`src/core/drcc_pkg.sv`:
```
/*
 * drcc_pkg: register offsets, field positions, reset values and phase
 * arithmetic constants for the data receiver and clock input control bank.
 * Assumes an 8-bit register space reached through the serial config port.
 */
package drcc_pkg;

	// register offsets
	localparam logic [7:0] ADDR_PHASE_CTRL  = 8'h0a;
	localparam logic [7:0] ADDR_WARN_CLEAR  = 8'h0b;
	localparam logic [7:0] ADDR_TUNING      = 8'h0c;
	localparam logic [7:0] ADDR_RATE_MODE   = 8'h0d;
	localparam logic [7:0] ADDR_STATUS      = 8'h0e;
	localparam logic [7:0] ADDR_SAMPLE_CLK  = 8'h10;
	localparam logic [7:0] ADDR_REF_CLK     = 8'h11;

	// reset values
	localparam logic [7:0] RST_PHASE_CTRL   = 8'h40;
	localparam logic [6:0] RST_WARN_RSV     = 7'h39;
	localparam logic [7:0] RST_TUNING       = 8'h64;
	localparam logic [7:0] RST_RATE_MODE    = 8'h06;
	localparam logic [7:0] RST_SAMPLE_CLK   = 8'hff;
	localparam logic [7:0] RST_REF_CLK      = 8'h5f;

	// bits that hold state; unlisted bits read as zero
	localparam logic [7:0] MASK_PHASE_CTRL  = 8'hcf;
	localparam logic [7:0] MASK_RATE_MODE   = 8'h9f;

	// phase control fields
	localparam int BIT_LOOP_ENABLE   = 7;
	localparam int BIT_DATA_DUTY_FIX = 6;
	localparam int TRIM_W            = 4;
	localparam int TRIM_SIGN         = 3;

	// warning clear and rate mode fields
	localparam int BIT_CLEAR_WARN    = 7;
	localparam int BIT_SLOW_DATA_CLK = 7;
	localparam int BIT_FIXED_DELAY   = 4;

	// status fields
	localparam int STAT_LOCKED       = 7;
	localparam int STAT_NEAR_END     = 6;
	localparam int STAT_AT_START     = 5;
	localparam int STAT_AT_END       = 4;
	localparam int STAT_CLK_PRESENT  = 2;
	localparam int STAT_TRACKING     = 0;
	localparam int WARN_W            = 3;

	// clock receiver fields
	localparam int BIT_DUTY_FIX      = 7;
	localparam int BIT_CROSS_CTRL    = 5;
	localparam int LEVEL_W           = 5;

	// locked phase in hundredths of a degree, and the step count of the base
	localparam int PHASE_BASE_CDEG   = 9000;
	localparam int PHASE_STEP_CDEG   = 1125;
	localparam int PHASE_BASE_STEPS  = PHASE_BASE_CDEG / PHASE_STEP_CDEG;
	localparam int STEPS_W           = 5;

endpackage

```
`src/core/drcc_warn_hold.sv`:
```
/*
 * drcc_warn_hold: sticky delay-line warning bits with a one-shot clear.
 * Assumes set inputs are synchronous to clock; set wins over clear.
 */
`timescale 1ns/100ps
`default_nettype none

module drcc_warn_hold #(
	parameter int WIDTH = 3
) (
	// clock and control
	input  wire logic             clock,
	input  wire logic             rst_n,
	input  wire logic             ce,
	// events and clear
	input  wire logic [WIDTH-1:0] set,
	input  wire logic             clear,
	// held bits and new-event pulse
	output logic      [WIDTH-1:0] held,
	output logic                  new_set
);

	typedef struct packed {
		logic [WIDTH-1:0] held;
		logic             new_set;
	} drcc_hold_t;

	drcc_hold_t st_r;
	drcc_hold_t st_nxt;

	// set beats a clear that lands in the same cycle
	always_comb
	begin
		st_nxt = st_r;
		st_nxt.held = (clear ? '0 : st_r.held) | set;
		st_nxt.new_set = |(set & ~st_r.held);
	end

	always_ff @(posedge clock)
	begin
		if (!rst_n)
			st_r <= '0;
		else if (ce)
			st_r <= st_nxt;
	end

	assign held = st_r.held;
	assign new_set = st_r.new_set;

	property p_hold_until_clear;
		@(posedge clock) disable iff (!rst_n)
		(ce && !clear) |=> ((held & $past(held)) == $past(held));
	endproperty
	a_hold_until_clear: assert property (p_hold_until_clear)
		else $error("warning bit dropped without a clear");

	property p_set_beats_clear;
		@(posedge clock) disable iff (!rst_n)
		(ce && clear) |=> (held == $past(set));
	endproperty
	a_set_beats_clear: assert property (p_set_beats_clear)
		else $error("clear did not leave only the new events");

endmodule

`default_nettype wire

```
`src/core/drcc_regs.sv`:
```
/*
 * drcc_regs: configuration and status bank for the data receiver delay loop
 * and the sample and reference clock input receivers.
 * Assumes the serial configuration engine presents decoded byte reads and
 * writes as one-cycle strobes on clock, and that loop status is synchronous.
 */
`timescale 1ns/100ps
`default_nettype none

module drcc_regs (
	// clock and control
	input  wire logic                          clock,
	input  wire logic                          rst_n,
	input  wire logic                          ce,
	// register port from the serial configuration engine
	input  wire logic [7:0]                    reg_addr,
	input  wire logic [7:0]                    reg_wdata,
	input  wire logic                          reg_wr,
	input  wire logic                          reg_rd,
	output logic      [7:0]                    reg_rdata,
	output logic                               reg_rvalid,
	// delay loop status from the receiver
	input  wire logic                          loop_locked,
	input  wire logic                          loop_near_end,
	input  wire logic                          loop_at_start,
	input  wire logic                          loop_at_end,
	input  wire logic                          delay_loop_tracking,
	input  wire logic                          data_clock_present,
	// delay loop and data clock control
	output logic                               loop_enable,
	output logic                               data_clock_duty_fix_on,
	output logic [drcc_pkg::TRIM_W-1:0]        phase_trim,
	output logic [drcc_pkg::STEPS_W-1:0]       locked_phase_steps,
	output logic                               slow_data_clock_mode,
	output logic                               fixed_delay_line_mode,
	output logic [6:0]                         warn_rsv_bits,
	output logic [7:0]                         tuning_bits,
	output logic [3:0]                         mode_rsv_bits,
	// sample clock receiver control
	output logic                               sample_clock_duty_fix_on,
	output logic                               sample_clock_rsv_bit,
	output logic                               sample_clock_crossing_ctrl_on,
	output logic [drcc_pkg::LEVEL_W-1:0]       sample_clock_crossing_level,
	// reference clock receiver control
	output logic                               reference_clock_duty_fix_on,
	output logic                               reference_clock_rsv_bit,
	output logic                               reference_clock_crossing_ctrl_on,
	output logic [drcc_pkg::LEVEL_W-1:0]       reference_clock_crossing_level,
	// events toward the interrupt flag bank
	output logic                               loop_warn_event,
	output logic                               loop_lock_event
);

	typedef struct packed {
		logic [7:0] phase;
		logic [6:0] warn_rsv;
		logic [7:0] tune;
		logic [7:0] mode;
		logic [7:0] sclk;
		logic [7:0] rclk;
		logic       locked;
		logic       tracking;
		logic       present;
		logic [7:0] rdata;
		logic       rvalid;
		logic       lock_evt;
	} drcc_state_t;

	drcc_state_t                       st_r;
	drcc_state_t                       st_nxt;
	logic                              wr_hit_clear;
	logic [drcc_pkg::WARN_W-1:0]       warn_set;
	logic [drcc_pkg::WARN_W-1:0]       warn_held;
	logic                              warn_new;
	logic [7:0]                        status_byte;

	// signed-magnitude trim to steps of 11.25 degrees counted from zero
	function automatic logic [drcc_pkg::STEPS_W-1:0] trim_to_steps(
		input logic [drcc_pkg::TRIM_W-1:0] trim
	);
		logic [drcc_pkg::STEPS_W-1:0] base;
		logic [drcc_pkg::STEPS_W-1:0] mag;
		base = drcc_pkg::STEPS_W'(drcc_pkg::PHASE_BASE_STEPS);
		mag = {2'h0, trim[drcc_pkg::TRIM_SIGN-1:0]};
		if (trim[drcc_pkg::TRIM_SIGN])
			trim_to_steps = base - mag;
		else
			trim_to_steps = base + mag;
	endfunction

	// one-shot clear: acts on the write strobe, never stored
	assign wr_hit_clear = ce && reg_wr && (reg_addr == drcc_pkg::ADDR_WARN_CLEAR)
		&& reg_wdata[drcc_pkg::BIT_CLEAR_WARN];
	assign warn_set = {loop_near_end, loop_at_start, loop_at_end};

	// sticky delay-line warnings
	drcc_warn_hold #(
		.WIDTH (drcc_pkg::WARN_W)
	) u_warn_hold (
		.clock   (clock),
		.rst_n   (rst_n),
		.ce      (ce),
		.set     (warn_set),
		.clear   (wr_hit_clear),
		.held    (warn_held),
		.new_set (warn_new)
	);

	// status byte; reserved bits 3 and 1 read zero
	always_comb
	begin
		status_byte = 8'h00;
		status_byte[drcc_pkg::STAT_LOCKED] = st_r.locked;
		status_byte[drcc_pkg::STAT_NEAR_END] = warn_held[2];
		status_byte[drcc_pkg::STAT_AT_START] = warn_held[1];
		status_byte[drcc_pkg::STAT_AT_END] = warn_held[0];
		status_byte[drcc_pkg::STAT_CLK_PRESENT] = st_r.present;
		status_byte[drcc_pkg::STAT_TRACKING] = st_r.tracking;
	end

	// writes, status capture and read answer
	always_comb
	begin
		st_nxt = st_r;
		st_nxt.locked = loop_locked;
		st_nxt.tracking = delay_loop_tracking;
		st_nxt.present = data_clock_present;
		st_nxt.lock_evt = loop_locked && !st_r.locked;
		st_nxt.rvalid = reg_rd;
		if (reg_wr)
		begin
			case (reg_addr)
				drcc_pkg::ADDR_PHASE_CTRL: st_nxt.phase = reg_wdata & drcc_pkg::MASK_PHASE_CTRL;
				drcc_pkg::ADDR_WARN_CLEAR: st_nxt.warn_rsv = reg_wdata[6:0];
				drcc_pkg::ADDR_TUNING:     st_nxt.tune = reg_wdata;
				drcc_pkg::ADDR_RATE_MODE:  st_nxt.mode = reg_wdata & drcc_pkg::MASK_RATE_MODE;
				drcc_pkg::ADDR_SAMPLE_CLK: st_nxt.sclk = reg_wdata;
				drcc_pkg::ADDR_REF_CLK:    st_nxt.rclk = reg_wdata;
				default:                   st_nxt.phase = st_r.phase; // status is read-only
			endcase
		end
		if (reg_rd)
		begin
			case (reg_addr)
				drcc_pkg::ADDR_PHASE_CTRL: st_nxt.rdata = st_r.phase;
				drcc_pkg::ADDR_WARN_CLEAR: st_nxt.rdata = {1'b0, st_r.warn_rsv};
				drcc_pkg::ADDR_TUNING:     st_nxt.rdata = st_r.tune;
				drcc_pkg::ADDR_RATE_MODE:  st_nxt.rdata = st_r.mode;
				drcc_pkg::ADDR_STATUS:     st_nxt.rdata = status_byte;
				drcc_pkg::ADDR_SAMPLE_CLK: st_nxt.rdata = st_r.sclk;
				drcc_pkg::ADDR_REF_CLK:    st_nxt.rdata = st_r.rclk;
				default:                   st_nxt.rdata = 8'h00;
			endcase
		end
	end

	// state register; reset loads the documented defaults
	always_ff @(posedge clock)
	begin
		if (!rst_n)
		begin
			st_r <= '0;
			st_r.phase <= drcc_pkg::RST_PHASE_CTRL;
			st_r.warn_rsv <= drcc_pkg::RST_WARN_RSV;
			st_r.tune <= drcc_pkg::RST_TUNING;
			st_r.mode <= drcc_pkg::RST_RATE_MODE;
			st_r.sclk <= drcc_pkg::RST_SAMPLE_CLK;
			st_r.rclk <= drcc_pkg::RST_REF_CLK;
		end
		else if (ce)
			st_r <= st_nxt;
	end

	// read port
	assign reg_rdata = st_r.rdata;
	assign reg_rvalid = st_r.rvalid;

	// delay loop and data clock control fields
	assign loop_enable = st_r.phase[drcc_pkg::BIT_LOOP_ENABLE];
	assign data_clock_duty_fix_on = st_r.phase[drcc_pkg::BIT_DATA_DUTY_FIX];
	assign phase_trim = st_r.phase[drcc_pkg::TRIM_W-1:0];
	assign locked_phase_steps = trim_to_steps(st_r.phase[drcc_pkg::TRIM_W-1:0]);
	assign slow_data_clock_mode = st_r.mode[drcc_pkg::BIT_SLOW_DATA_CLK];
	assign fixed_delay_line_mode = st_r.mode[drcc_pkg::BIT_FIXED_DELAY];
	assign warn_rsv_bits = st_r.warn_rsv;
	assign tuning_bits = st_r.tune;
	assign mode_rsv_bits = st_r.mode[3:0];

	// clock receiver fields
	assign sample_clock_duty_fix_on = st_r.sclk[drcc_pkg::BIT_DUTY_FIX];
	assign sample_clock_rsv_bit = st_r.sclk[6];
	assign sample_clock_crossing_ctrl_on = st_r.sclk[drcc_pkg::BIT_CROSS_CTRL];
	assign sample_clock_crossing_level = st_r.sclk[drcc_pkg::LEVEL_W-1:0];
	assign reference_clock_duty_fix_on = st_r.rclk[drcc_pkg::BIT_DUTY_FIX];
	assign reference_clock_rsv_bit = st_r.rclk[6];
	assign reference_clock_crossing_ctrl_on = st_r.rclk[drcc_pkg::BIT_CROSS_CTRL];
	assign reference_clock_crossing_level = st_r.rclk[drcc_pkg::LEVEL_W-1:0];

	// events for the interrupt flag bank
	assign loop_warn_event = warn_new;
	assign loop_lock_event = st_r.lock_evt;

	property p_trim_phase;
		@(posedge clock) disable iff (!rst_n)
		phase_trim[3] ? (locked_phase_steps == 5'(8 - {2'h0, phase_trim[2:0]}))
			: (locked_phase_steps == 5'(8 + {2'h0, phase_trim[2:0]}));
	endproperty
	a_trim_phase: assert property (p_trim_phase)
		else $error("locked phase steps disagree with trim");

	property p_loop_enable_write;
		@(posedge clock) disable iff (!rst_n)
		(ce && reg_wr && reg_addr == 8'h0a)
			|=> (loop_enable == $past(reg_wdata[7]))
			&& (data_clock_duty_fix_on == $past(reg_wdata[6]));
	endproperty
	a_loop_enable_write: assert property (p_loop_enable_write)
		else $error("phase control write not applied");

	property p_reset_defaults;
		@(posedge clock)
		!rst_n |=> (!loop_enable && data_clock_duty_fix_on && phase_trim == 4'h0
			&& sample_clock_crossing_level == 5'h1f && !reference_clock_duty_fix_on);
	endproperty
	a_reset_defaults: assert property (p_reset_defaults)
		else $error("reset values wrong");

	property p_sample_clk_write;
		@(posedge clock) disable iff (!rst_n)
		(ce && reg_wr && reg_addr == 8'h10)
			|=> ({sample_clock_duty_fix_on, sample_clock_crossing_ctrl_on,
				sample_clock_crossing_level} == {$past(reg_wdata[7]), $past(reg_wdata[5:0])});
	endproperty
	a_sample_clk_write: assert property (p_sample_clk_write)
		else $error("sample clock receiver write not applied");

	property p_ref_clk_write;
		@(posedge clock) disable iff (!rst_n)
		(ce && reg_wr && reg_addr == 8'h11)
			|=> ({reference_clock_duty_fix_on, reference_clock_crossing_ctrl_on,
				reference_clock_crossing_level} == {$past(reg_wdata[7]), $past(reg_wdata[5:0])});
	endproperty
	a_ref_clk_write: assert property (p_ref_clk_write)
		else $error("reference clock receiver write not applied");

	property p_status_read;
		@(posedge clock) disable iff (!rst_n)
		(ce && reg_rd && reg_addr == 8'h0e && !reg_wr)
			|=> reg_rvalid && (reg_rdata == $past(status_byte)) && (reg_rdata[3] == 1'b0);
	endproperty
	a_status_read: assert property (p_status_read)
		else $error("status read answer wrong");

	property p_tracking_follows;
		@(posedge clock) disable iff (!rst_n)
		ce |=> (status_byte[0] == $past(delay_loop_tracking))
			&& (status_byte[7] == $past(loop_locked));
	endproperty
	a_tracking_follows: assert property (p_tracking_follows)
		else $error("tracking or lock status stale");

	property p_lock_event;
		@(posedge clock) disable iff (!rst_n)
		(ce && loop_locked && !status_byte[7])
			|=> loop_lock_event ##1 (!$past(ce) || !loop_lock_event);
	endproperty
	a_lock_event: assert property (p_lock_event)
		else $error("lock event missing or stretched");

	property p_clear_no_store;
		@(posedge clock) disable iff (!rst_n)
		(ce && reg_rd && reg_addr == 8'h0b) |=> (reg_rdata[7] == 1'b0);
	endproperty
	a_clear_no_store: assert property (p_clear_no_store)
		else $error("clear command bit read back as set");

	property p_warn_clear;
		@(posedge clock) disable iff (!rst_n)
		(wr_hit_clear && warn_set == 3'h0) |=> (status_byte[6:4] == 3'h0);
	endproperty
	a_warn_clear: assert property (p_warn_clear)
		else $error("warning bits not cleared");

endmodule

`default_nettype wire

```
`config.mk`:
```
export PLATFORM = sky130hd
export DESIGN_NAME = drcc_regs
export DESIGN_NICKNAME = d
export VERILOG_FILES = /design/src/core/drcc_pkg.sv /design/src/core/drcc_warn_hold.sv /design/src/core/drcc_regs.sv
export SDC_FILE = /design/constraint.sdc
export NUM_CORES = 1
export LEC_CHECK = 0
export BUFFER_PORTS_ARGS = -buffer_cell sky130_fd_sc_hd__buf_4
export CELL_PAD_IN_SITES_DETAIL_PLACEMENT = 1
export CELL_PAD_IN_SITES_GLOBAL_PLACEMENT = 2
export CORE_UTILIZATION = 33
export CTS_CLUSTER_SIZE = 12
export DETAILED_ROUTE_END_ITERATION = 8
export PLACE_DENSITY = 0.84
export SLEW_MARGIN = 20
export SYNTH_ARGS = -nofsm -noshare
export SYNTH_HDL_FRONTEND = slang
export SYNTH_HIERARCHICAL = 1
export SYNTH_SLANG_ARGS = --single-unit
```
`constraint.sdc`:
```
create_clock -name clock -period 5.45 [get_ports clock]
set_clock_uncertainty 0.15 [all_clocks]
set_input_delay 1.09 -clock clock [delete_from_list [all_inputs] [get_ports clock]]
set_output_delay 1.09 -clock clock [all_outputs]
set_load 0.01 [all_outputs]
```
Word level (Yosys, flattened, before mapping) --
Index checks and enable logic that the tools add are counted. W data, S select, Z words.
Storage, ports and cells: register bits 60, bits in latches 0, memory bits (writable) 0, bits in read-only memories 0, bits of input ports 27, output and inout bits 59, word-level logic and storage cells 42, memories kept 0
Cells by class: add/sub/neg operators 2, multiply operators 0, divide/modulo/power cells 0, order comparisons 0, equality and inequality tests 7, shifts and indexed selects 0, muxes and demuxes 3, bitwise logic cells 3, reduce and logical (&&, ||, !) cells 13
Operator list (number):
- $pmux W8 S7 | 1
- $eq A8 B4 Y1 const B | 5
- $reduce_and A3 Y1 | 6
- $eq A8 B5 Y1 const B | 2
- $add A4 B3 Y5 const A | 1
- $mux W5 | 1
- $sub A4 B3 Y5 const A | 1
- $logic_and A1 B1 Y1 | 4
- $and A3 B3 Y3 | 1
- $mux W3 | 1
- $not A3 Y3 | 1
- $or A3 B3 Y3 | 1
- $reduce_or A3 Y1 | 1
- $reduce_and A2 Y1 | 1
- $logic_not A1 Y1 | 1

Logic depth before layout (Yosys ltp) --
Gate-level depths: netlist of the first run.
depth in word-level cells 5, gate-level depth with buffers 7, gate-level depth less buffers 7

Modules after synthesis --
Netlist of the first run, hierarchy kept.
By module, submodules not included:
- drcc_regs | instances 1, cells an instance 324, area each 2995.4 um^2, sequential area each 1121.1 um^2
- drcc_warn_hold | instances 1, cells an instance 17, area each 156.4 um^2, sequential area each 80.1 um^2

Worst setup path before layout of the first run --
Ideal clock, no wire load.
path kind input to register, from in reg_addr[5], to reg st_r, in the netlist sample_clock_crossing_ctrl_on, setup time 0.129 ns, arrival 2.372 ns, required time 5.171 ns, slack 2.799 ns, stages 6, buffers on the path 1, path through nor3_4 -> nand2b_2 -> buf_6 -> nor4_4 -> mux2i_1 -> nand2_1
Between the ends: cells in the longest elaborated chain, start to end 2
Ends and longest elaborated chain:
- start: declaration | line drcc_regs.sv:16 | input wire logic [7:0] reg_addr,
- $eq A8 B5 Y1 | line drcc_regs.sv:132 | case (reg_addr)
- $reduce_and A3 Y1 (no line)
- end signal: assignment | line drcc_regs.sv:171 | st_r <= st_nxt;
- end: declaration | line drcc_regs.sv:69 | drcc_state_t st_r;
Every way passes these cells. A chain may end at the register's enable or synchronous reset.

Final worst setup path of the first run --
from in reg_addr[5], to reg st_r, in the netlist reference_clock_crossing_level[4]
The elaborated chain is that of the path after synthesis.

==> results.json, run 1 <==
{
  "arrival_ps": 2830,
  "antenna_cells": 0,
  "via_per_inst": 4.91,
  "postCtsSetupRepairBufs": 0,
  "fin_crit_sh": 0.512,
  "pwr-share-comb": 0.079,
  "crit_chain": "buf_4 > nor3_4 > nand2b_2 > nor4_4 > mux2i_1 > nand2_1",
  "cap_violations": 0,
  "relSlewSlack": 0.429,
  "core-area_mm2": 0.00924,
  "nNetsFinal": 407,
  "internal_power_w": 0.000743,
  "critPathRequiredTime_ps": 5490,
  "vias": 2518,
  "htree_num_levels": 3,
  "p_leak_nw": 1.44,
  "die-width_um": 99.7,
  "switching_share": 0.231,
  "min_path_type": "flip-flop to flip-flop",
  "crit_path_max_incr_delay_ps": 730,
  "synth-async-reset-ratio": 0,
  "synth_edf_count": 0,
  "cts.sink_count": 60,
  "tightest_slew_ps": 849,
  "grt_pass1_wl_um": 14000,
  "dieArea_mm2": 0.00995,
  "synth_area_per_cell_um2": 9.24,
  "crit_slowest_cell": "nor4_4",
  "finalSetupViolations": 0,
  "initial_core_util": 0.341,
  "tritoncts": "done",
  "post-route-util": 0.408,
  "drc": 0,
  "synth_area_leaders": "dfxtp_1 (38%), mux2i_1 (16%), buf_4 (10%), nand2_1 (6.3%), nor2b_1 (4.8%)",
  "hpwl_um": 6460,
  "routed_wl_um": 8830,
  "fin_tns_setup_ps": 0,
  "io_pins": 86,
  "min_period_ps": 2790,
  "max_freq_ghz": 0.358,
  "hold_viol": 0,
  "clockRootBuffer": "clkbuf_8",
  "ys_types": 44,
  "portBuffers": 84,
  "synth_top_cell_area_share": 0.381,
  "numCtsBuffers": 9,
  "grt_overflow": 0,
  "grt_pass1_vias": 2565,
  "worstPathMaxFanout": 12,
  "syn_area_mm2": 0.00315,
  "switching_power_w": 0.000223,
  "grt_max_degree": 55,
  "synth.most_common_cell": "dfxtp_1",
  "clk_pin_slew_ps": 60,
  "ys_ff_latch": 60,
  "synth_nets": 369,
  "detail-route-antenna-nets": 0,
  "rrSetupSlack_ps": 3780,
  "yosysWarnings": 6,
  "critPathKind": "input port to flip-flop",
  "ctsResizeCount": 0,
  "powerDensity_mw_per_mm2": 256,
  "rsz0062_at_grt": "false",
  "die_h_um": 99.7,
  "pwr-share-clk": 0.459,
  "synth_common_cells": "dfxtp_1 (60), nand2_1 (53), mux2i_1 (49)",
  "synthFlopType": "dfxtp_1",
  "std_cell_rows": 35,
  "end_kind": "flip-flop",
  "slew_violations": 0,
  "gp_congestion": 0.811,
  "clk_path_buf_depth": 2,
  "run_status": "complete, no violations",
  "syn_inst": 341,
  "yosysSeqAreaShare": 0.381,
  "insertion_delay_ps": 330,
  "synth_area_leader_cell": "dfxtp_1",
  "first_pass_iters": 4,
  "holdBufCountCts": 0,
  "drtIter0Drc": 155,
  "startpoint_type": "input port",
  "ir_drop_mv": 0.125,
  "p_seq_frac": 0.462,
  "drive_gt1_frac": 0.292,
  "wl_per_cell_um": 17.2,
  "layout-area-overhead-vs-synth_pct": 19.6,
  "antenna_found_initial": 0,
  "grt_usage": 0.188
}
-- sequential cells by signal, indices dropped and copies added, names as in the netlist --
| register | count |
|---|---|
| warn_rsv_bits | 7 |
| phase_trim | 4 |
| reg_rdata | 8 |
| slow_data_clock_mode | 1 |
| tuning_bits | 8 |
| reference_clock_rsv_bit | 1 |
| u_warn_hold/new_set | 1 |
| reference_clock_crossing_level | 5 |
| reg_rvalid | 1 |
| loop_enable | 1 |
| u_warn_hold/held | 3 |
| sample_clock_rsv_bit | 1 |
| sample_clock_duty_fix_on | 1 |
| sample_clock_crossing_ctrl_on | 1 |
| loop_lock_event | 1 |
| st_r | 3 |
| data_clock_duty_fix_on | 1 |
| mode_rsv_bits | 4 |
| reference_clock_crossing_ctrl_on | 1 |
| fixed_delay_line_mode | 1 |
| reference_clock_duty_fix_on | 1 |
| sample_clock_crossing_level | 5 |
-- layout by cell type, fill, tap and decap left out, drive strengths merged, types with 2 or more instances in the layout --
master,count
buf,84
dfxtp,60
nand2,54
mux2i,49
nor2b,24
o21ai,12
a22oi,11
clkbuf,11
a21boi,7
nor3,7
a21oi,6
inv,5
o22ai,5
nand2b,5
nand3,5
nor4,5
nor2,3
and3,3
a211oi,3
clkinv,3
o32ai,2
or2,2
a2bb2oi,2
bufinv,2
-- metal layers --
layer  vias up  wire length (um)  GRT usage  part of all wire
li1       1221                 -          -                 -
met4         0                78     0.0600            0.0088
met2        64              4180      0.301              0.47
met5         -                 0          0                 0
met3         7               398     0.0464             0.045
met1      1226              4180      0.246              0.47
-- logic make-up after synthesis --
| logic type | after synthesis | share of synthesized area |
|---|---|---|
| compound gates | 53 | 0.113 |
| xor+xnor | 1 | 0.00278 |
| fa+ha+maj | 1 | 0.00397 |
| buf+inv | 62 | 0.130 |
| flops | 60 | 0.381 |
| mux | 50 | 0.159 |
| other cells | 1 | 0.00119 |
| simple gates | 113 | 0.209 |
-- area by class of cell --
| class | instances | area (um^2) |
|---|---|---|
| fill | 1094 | 5470 |
| multi-input combinational | 219 | 1540 |
| sequential | 60 | 1200 |
| timing repair buffer | 84 | 631 |
| tap | 129 | 161 |
| clock buffer | 11 | 141 |
| clock inverter | 5 | 75.1 |
| inverter | 5 | 18.8 |
-- through the flow --
| step | total power, W | hold slack, ps | cells | cell area [um^2] | setup slack (ps) |
|---|---|---|---|---|---|
| after CTS | 0.000977 | 317 | 513 | 3770 | 2670 |
| after global routing | 0.00101 | 364 | 513 | 3770 | 2590 |
| after detailed placement | 0.000533 | 302 | 497 | 3550 | 2400 |
| final | 0.000966 | 308 | 513 | 3770 | 2660 |
| after global placement | 0.000532 | 294 | 497 | 3550 | 2440 |
| after floorplan | 0.000498 | 276 | 341 | 3150 | 2800 |
-- power groups by stage --
| stage | logic (W) | registers (W) | clock network (W) |
|---|---|---|---|
| after global routing | 0.0000831 | 0.000446 | 0.000478 |
| after detailed placement | 0.0000766 | 0.000456 | 0 |
| final | 0.0000765 | 0.000446 | 0.000443 |
| after global placement | 0.0000760 | 0.000456 | 0 |
| after CTS | 0.0000770 | 0.000446 | 0.000454 |
| after floorplan | 0.0000424 | 0.000456 | 0 |
-- worst paths after layout --
check                                   start                           endpoint  depth (start not counted)
worst min register to register   reg_rdata[5]                       reg_rdata[5]                          2
worst max register to register  phase_trim[2]                       reg_rdata[2]                          5
worst max-delay path              reg_addr[5]  reference_clock_crossing_level[4]                          6
worst min-delay path             reg_rdata[5]                       reg_rdata[5]                          2
-- worst max-delay path, delay by kind of cell --
family | cells | cell delay (ps)
AND/OR/NAND/NOR | 4 | 1300
multiplexers | 1 | 310
buffers and inverters | 1 | 120
Power figures use the tool's default switching activity.
==> run 2: changes to the inputs <==
CORE_UTILIZATION = 31   (was 33)
PLACE_DENSITY = 0.79   (was 0.84)
clock period = 2.7 ns   (was 5.45 ns; I/O delays follow)
==> run 2 against run 1 <==
Net effect:
- global-route usage is 0.58 points lower
- count of clock-buffer cells in the layout is 1 higher
- combinational power up 110%
- utilization fell by 2.2 points
- sequential share of layout area is 0.14 points lower
- wire length grew 1.4%
- critical path depth down 1
- critical endpoint is now locked_phase_steps[2]
- largest cell class unchanged
==> results.json, run 2 (synthesized netlist as in run 1, its figures left out) <==
{
  "run_status": "complete, no violations",
  "crit_buf_inv": 2,
  "tritoncts": "done",
  "die-width_um": 103,
  "critPathKind": "flip-flop to output port",
  "min-delay-start": "reg_rdata[5]",
  "grt_overflow": 0,
  "nNetsFinal": 414,
  "insertion_delay_ps": 340,
  "rr_worst_depth": 5,
  "switching_power_w": 0.000435,
  "crit_path_max_incr_delay_ps": 440,
  "tightest_slew_ps": 537,
  "cap_violations": 0,
  "startpoint": "phase_trim[0]",
  "switching_share": 0.243,
  "total_power_w": 0.00179,
  "clk_path_buf_depth": 2,
  "grt_usage": 0.182,
  "detail-route-antenna-nets": 0,
  "layout-area-overhead-vs-synth_pct": 20.1,
  "ir_drop_mv": 0.210,
  "finalSetupViolations": 0,
  "fin_crit_sh": 0.786,
  "internal_power_w": 0.00136,
  "drtIter0Drc": 64,
  "initial_core_util": 0.321,
  "dp_slack_ps": 311,
  "dieArea_mm2": 0.0106,
  "clockRootBuffer": "clkbuf_8",
  "fin_area_mm2": 0.00379,
  "rsz0062_at_grt": "false",
  "min_path_type": "flip-flop to flip-flop",
  "hold_viol": 0,
  "portBuffers": 84,
  "fin_ws_ps": 577,
  "final_common_cell": "buf_4",
  "holdBufCountCts": 0,
  "critPathRequiredTime_ps": 2010,
  "first_pass_iters": 4,
  "p_seq_frac": 0.503,
  "postCtsSetupRepairBufs": 0,
  "routed_wl_um": 8960,
  "crit_slowest_cell": "dfxtp_1",
  "arrival_ps": 1430,
  "r2r-start": "phase_trim[2]",
  "cts.sink_count": 60,
  "p_leak_nw": 1.45,
  "placed_cell_area_mm2": 0.00361,
  "nFillCells": 1194,
  "crit_chain": "inv_1 > ha_1 > nand2b_1 > xnor2_1 > buf_4",
  "die_h_um": 103,
  "crit_family": "flip-flops",
  "vias": 2544,
  "fin_cells": 522,
  "numCtsBuffers": 9,
  "drc": 0,
  "wl_per_cell_um": 17.2,
  "antenna_cells": 0,
  "pwr-share-comb": 0.090,
  "grt_max_degree": 32,
  "place_inst": 508,
  "std_cell_rows": 36,
  "powerDensity_mw_per_mm2": 473,
  "slew_violations": 0,
  "gp_congestion": 0.816,
  "clk_pin_slew_ps": 60,
  "end_kind": "output port",
  "grt_pass1_wl_um": 14000,
  "drive_gt1_frac": 0.303,
  "antenna_found_initial": 0,
  "hpwl_um": 6730,
  "grt_pass1_vias": 2593,
  "worstPathMaxFanout": 6,
  "relSlewSlack": 0.640,
  "startpoint_type": "flip-flop",
  "ctsResizeCount": 0,
  "pwr-share-clk": 0.407,
  "fin_tns_setup_ps": 0,
  "min_delay_path_depth": 2,
  "path_depth": 5,
  "htree_num_levels": 3,
  "io_pins": 86,
  "via_per_inst": 4.87,
  "core-area_mm2": 0.00982,
  "min_period_ps": 2120,
  "final_cell_mix": "buf_4 (91), dfxtp_1 (60), nand2_1 (53)",
  "max_freq_ghz": 0.471
}
==> run 2: final timing paths <==
| check | endpoint | slack (ps) |
|---|---|---|
| setup / recovery | locked_phase_steps[2] | 580 |
| hold / removal | reg_rdata[5] | 310 |
| setup reg to reg | reg_rdata[2] | 1010 |
| hold reg to reg | reg_rdata[5] | 310 |
==> run 2: through the flow <==
stage,hold slack (ps),utilization
global route,312,0.386
floorplan,276,-
CTS,302,0.386
finish,307,0.386
global placement,292,0.368
detailed placement,299,0.368
==> run 2: worst min-delay path, cell delays in order, from the launching register on <==
cell	delay (ps)
dfxtp_1	320
nand2_1	40
o21ai_0	60
==> run 2: final cells by class <==
class                   instances  area (um^2)  area share
clock buffers                  12          165      0.0436
clock inverters                 2         10.0     0.00264
multi-input cells             219         1540       0.407
repair buffers                 91          683       0.180
well taps                     133          166      0.0440
inverters                       5         18.8     0.00496
flip-flops and latches         60         1200       0.317
==> run 2: routing by layer <==
layer	vias up	global-route usage	wire, um
li1	1233	-	-
met3	14	0.0400	416
met1	1230	0.227	4190
met4	0	0.0845	193
met5	-	0	0
met2	67	0.298	4160
==> run 2: power groups by stage <==
stage               logic (W)  clock network, W  registers (W)
finish               0.000161          0.000730       0.000901
floorplan           0.0000856                 0       0.000920
global placement     0.000161                 0       0.000920
detailed placement   0.000162                 0       0.000920
global route         0.000174          0.000791       0.000901
CTS                  0.000163          0.000756       0.000900
==> run 3: changes to the inputs <==
CORE_UTILIZATION = 28   (was 31)
PLACE_DENSITY = 0.76   (was 0.79)
clock period = 1.8 ns   (was 2.7 ns; I/O delays follow)
==> run 3 against run 2 <==
Net effect:
- the run now ends with setup timing left
- utilization grew 0.56 points
- worst hold slack got worse by 180 ps
- final cell count up 8.4%
- combinational power grew 79%
- sequential power rose by 50%
- wire length grew 7.2%
- power increased by 82%
- sequential share of layout area fell by 3.5 points
- critical endpoint unchanged
- largest cell class unchanged
- largest power group is now the clock network
==> results.json, run 3 (synthesized netlist as in run 1, its figures left out) <==
{
  "cap_violations": 0,
  "fin_cells": 566,
  "hold_viol": 0,
  "core-area_mm2": 0.0109,
  "grt_pass1_vias": 2860,
  "post-route-util": 0.391,
  "p_leak_nw": 1.72,
  "antenna_cells": 0,
  "max_freq_ghz": 0.554,
  "layout-area-overhead-vs-synth_pct": 35.1,
  "detail-route-antenna-nets": 0,
  "nFillCells": 1248,
  "end_kind": "output port",
  "tritoncts": "done",
  "final_common_cell": "buf_4",
  "fin_crit_sh": 1.00,
  "grt_usage": 0.174,
  "nNetsFinal": 449,
  "use_met3": 0.0392,
  "via_per_inst": 4.73,
  "violations": "setup timing",
  "gp_congestion": 0.811,
  "rsz0062_at_grt": "true",
  "grt_overflow": 0,
  "crit_buf_inv": 2,
  "antenna_found_initial": 0,
  "place_inst": 546,
  "finalSetupViolations": 1,
  "holdBufCountCts": 0,
  "powerDensity_mw_per_mm2": 766,
  "crit_path_max_incr_delay_ps": 340,
  "initial_core_util": 0.289,
  "clk_pin_slew_ps": 70,
  "first_pass_iters": 4,
  "slew_violations": 0,
  "die_h_um": 108,
  "portBuffers": 84,
  "cts.sink_count": 60,
  "vias": 2676,
  "use_met1": 0.226,
  "grt_max_degree": 50,
  "globalRouteMet2Util": 0.279,
  "critPathKind": "flip-flop to output port",
  "crit_chain": "inv_2 > ha_4 > nand2b_4 > xnor2_2 > buf_4",
  "clockRootBuffer": "clkbuf_8",
  "run_status": "finished, violations left",
  "worstPathMaxFanout": 2,
  "std_cell_rows": 38,
  "fin_ws_ps": -4.10,
  "top_usage_layer": "met2",
  "clk_path_buf_depth": 2,
  "drc": 0,
  "insertion_delay_ps": 350,
  "critPathRequiredTime_ps": 1290,
  "dieArea_mm2": 0.0117,
  "arrival_ps": 1290,
  "min_path_type": "input port to flip-flop",
  "final_cell_mix": "buf_4 (121), dfxtp_1 (58), nand2_1 (53)",
  "die-width_um": 108,
  "routed_wl_um": 9610,
  "htree_num_levels": 3,
  "hpwl_um": 7380,
  "dp_slack_ps": -261,
  "crit_family": "flip-flops",
  "crit_slowest_cell": "dfxtp_2",
  "min_period_ps": 1800,
  "io_pins": 86,
  "drtIter0Drc": 82,
  "grt_pass1_wl_um": 15200,
  "wl_per_cell_um": 17.0,
  "drive_gt1_frac": 0.383,
  "ir_drop_mv": 0.319,
  "numCtsBuffers": 9,
  "startpoint_type": "flip-flop"
}
==> run 3: changes by cell type in the layout (fill, tap and decap cells not counted), sizes merged <==
cell	previous run	this run
bufinv	0	3
clkinv	2	0
clkbuf	12	13
buf	91	126
==> run 3: through the flow <==
| step | total power (W) | area [um^2] | hold slack (ps) | TNS, ps |
|---|---|---|---|---|
| after floorplan | 0.00151 | 3170 | 276 | -385 |
| after global placement | 0.00166 | 3930 | 293 | -6830 |
| after detailed placement | 0.00167 | 3930 | 298 | -8530 |
| after CTS | 0.00330 | 4250 | 114 | -41.2 |
| after global routing | 0.00338 | 4260 | 133 | -129 |
| final | 0.00326 | 4260 | 131 | -4.10 |
==> run 3: tightest hold or removal path: stages <==
cell	delay, ps
buf_4	80
mux2i_1	50
nor2b_1	100
==> run 3: worst paths after layout <==
path | startpoint | to | slack, ps | cells after the start
worst min register to register | reg_rdata[0] | reg_rdata[0] | 310 | 2
worst min-delay path | data_clock_present | st_r[10] | 130 | 3
worst max register to register | warn_rsv_bits[2] | reg_rdata[2] | 260 | 5
worst max-delay path | phase_trim[1] | locked_phase_steps[2] | -4 | 5
==> run 3: where the power goes <==
part / internal (W) / switching (W) / total [W]
Combinational: 0.000137 / 0.000151 / 0.000288
Clock: 0.00107 / 0.000554 / 0.00163
Sequential: 0.00134 / 0.00000953 / 0.00135
==> run 3: metal layers <==
metal	wire length (um)	vias to the layer above
met5	0	-
met4	149	0
met3	531	14
met2	4490	79
met1	4440	1280
li1	-	1303
==> run 3: layout make-up <==
cell class | instances | area [um^2] | share of cell area
clock buffer | 13 | 179 | 0.0420
clock inverter | 3 | 90.1 | 0.0212
inverter | 5 | 18.8 | 0.00441
multi-input combinational | 219 | 1580 | 0.372
sequential | 60 | 1200 | 0.283
tap | 140 | 175 | 0.0411
timing repair buffer | 126 | 1010 | 0.237
==> run 3: what timing repair did <==
item                       CTS  global route
pin swaps                    2             3
resized for setup            9             0
setup endpoints to repair    2             4
buffers inserted             3             1
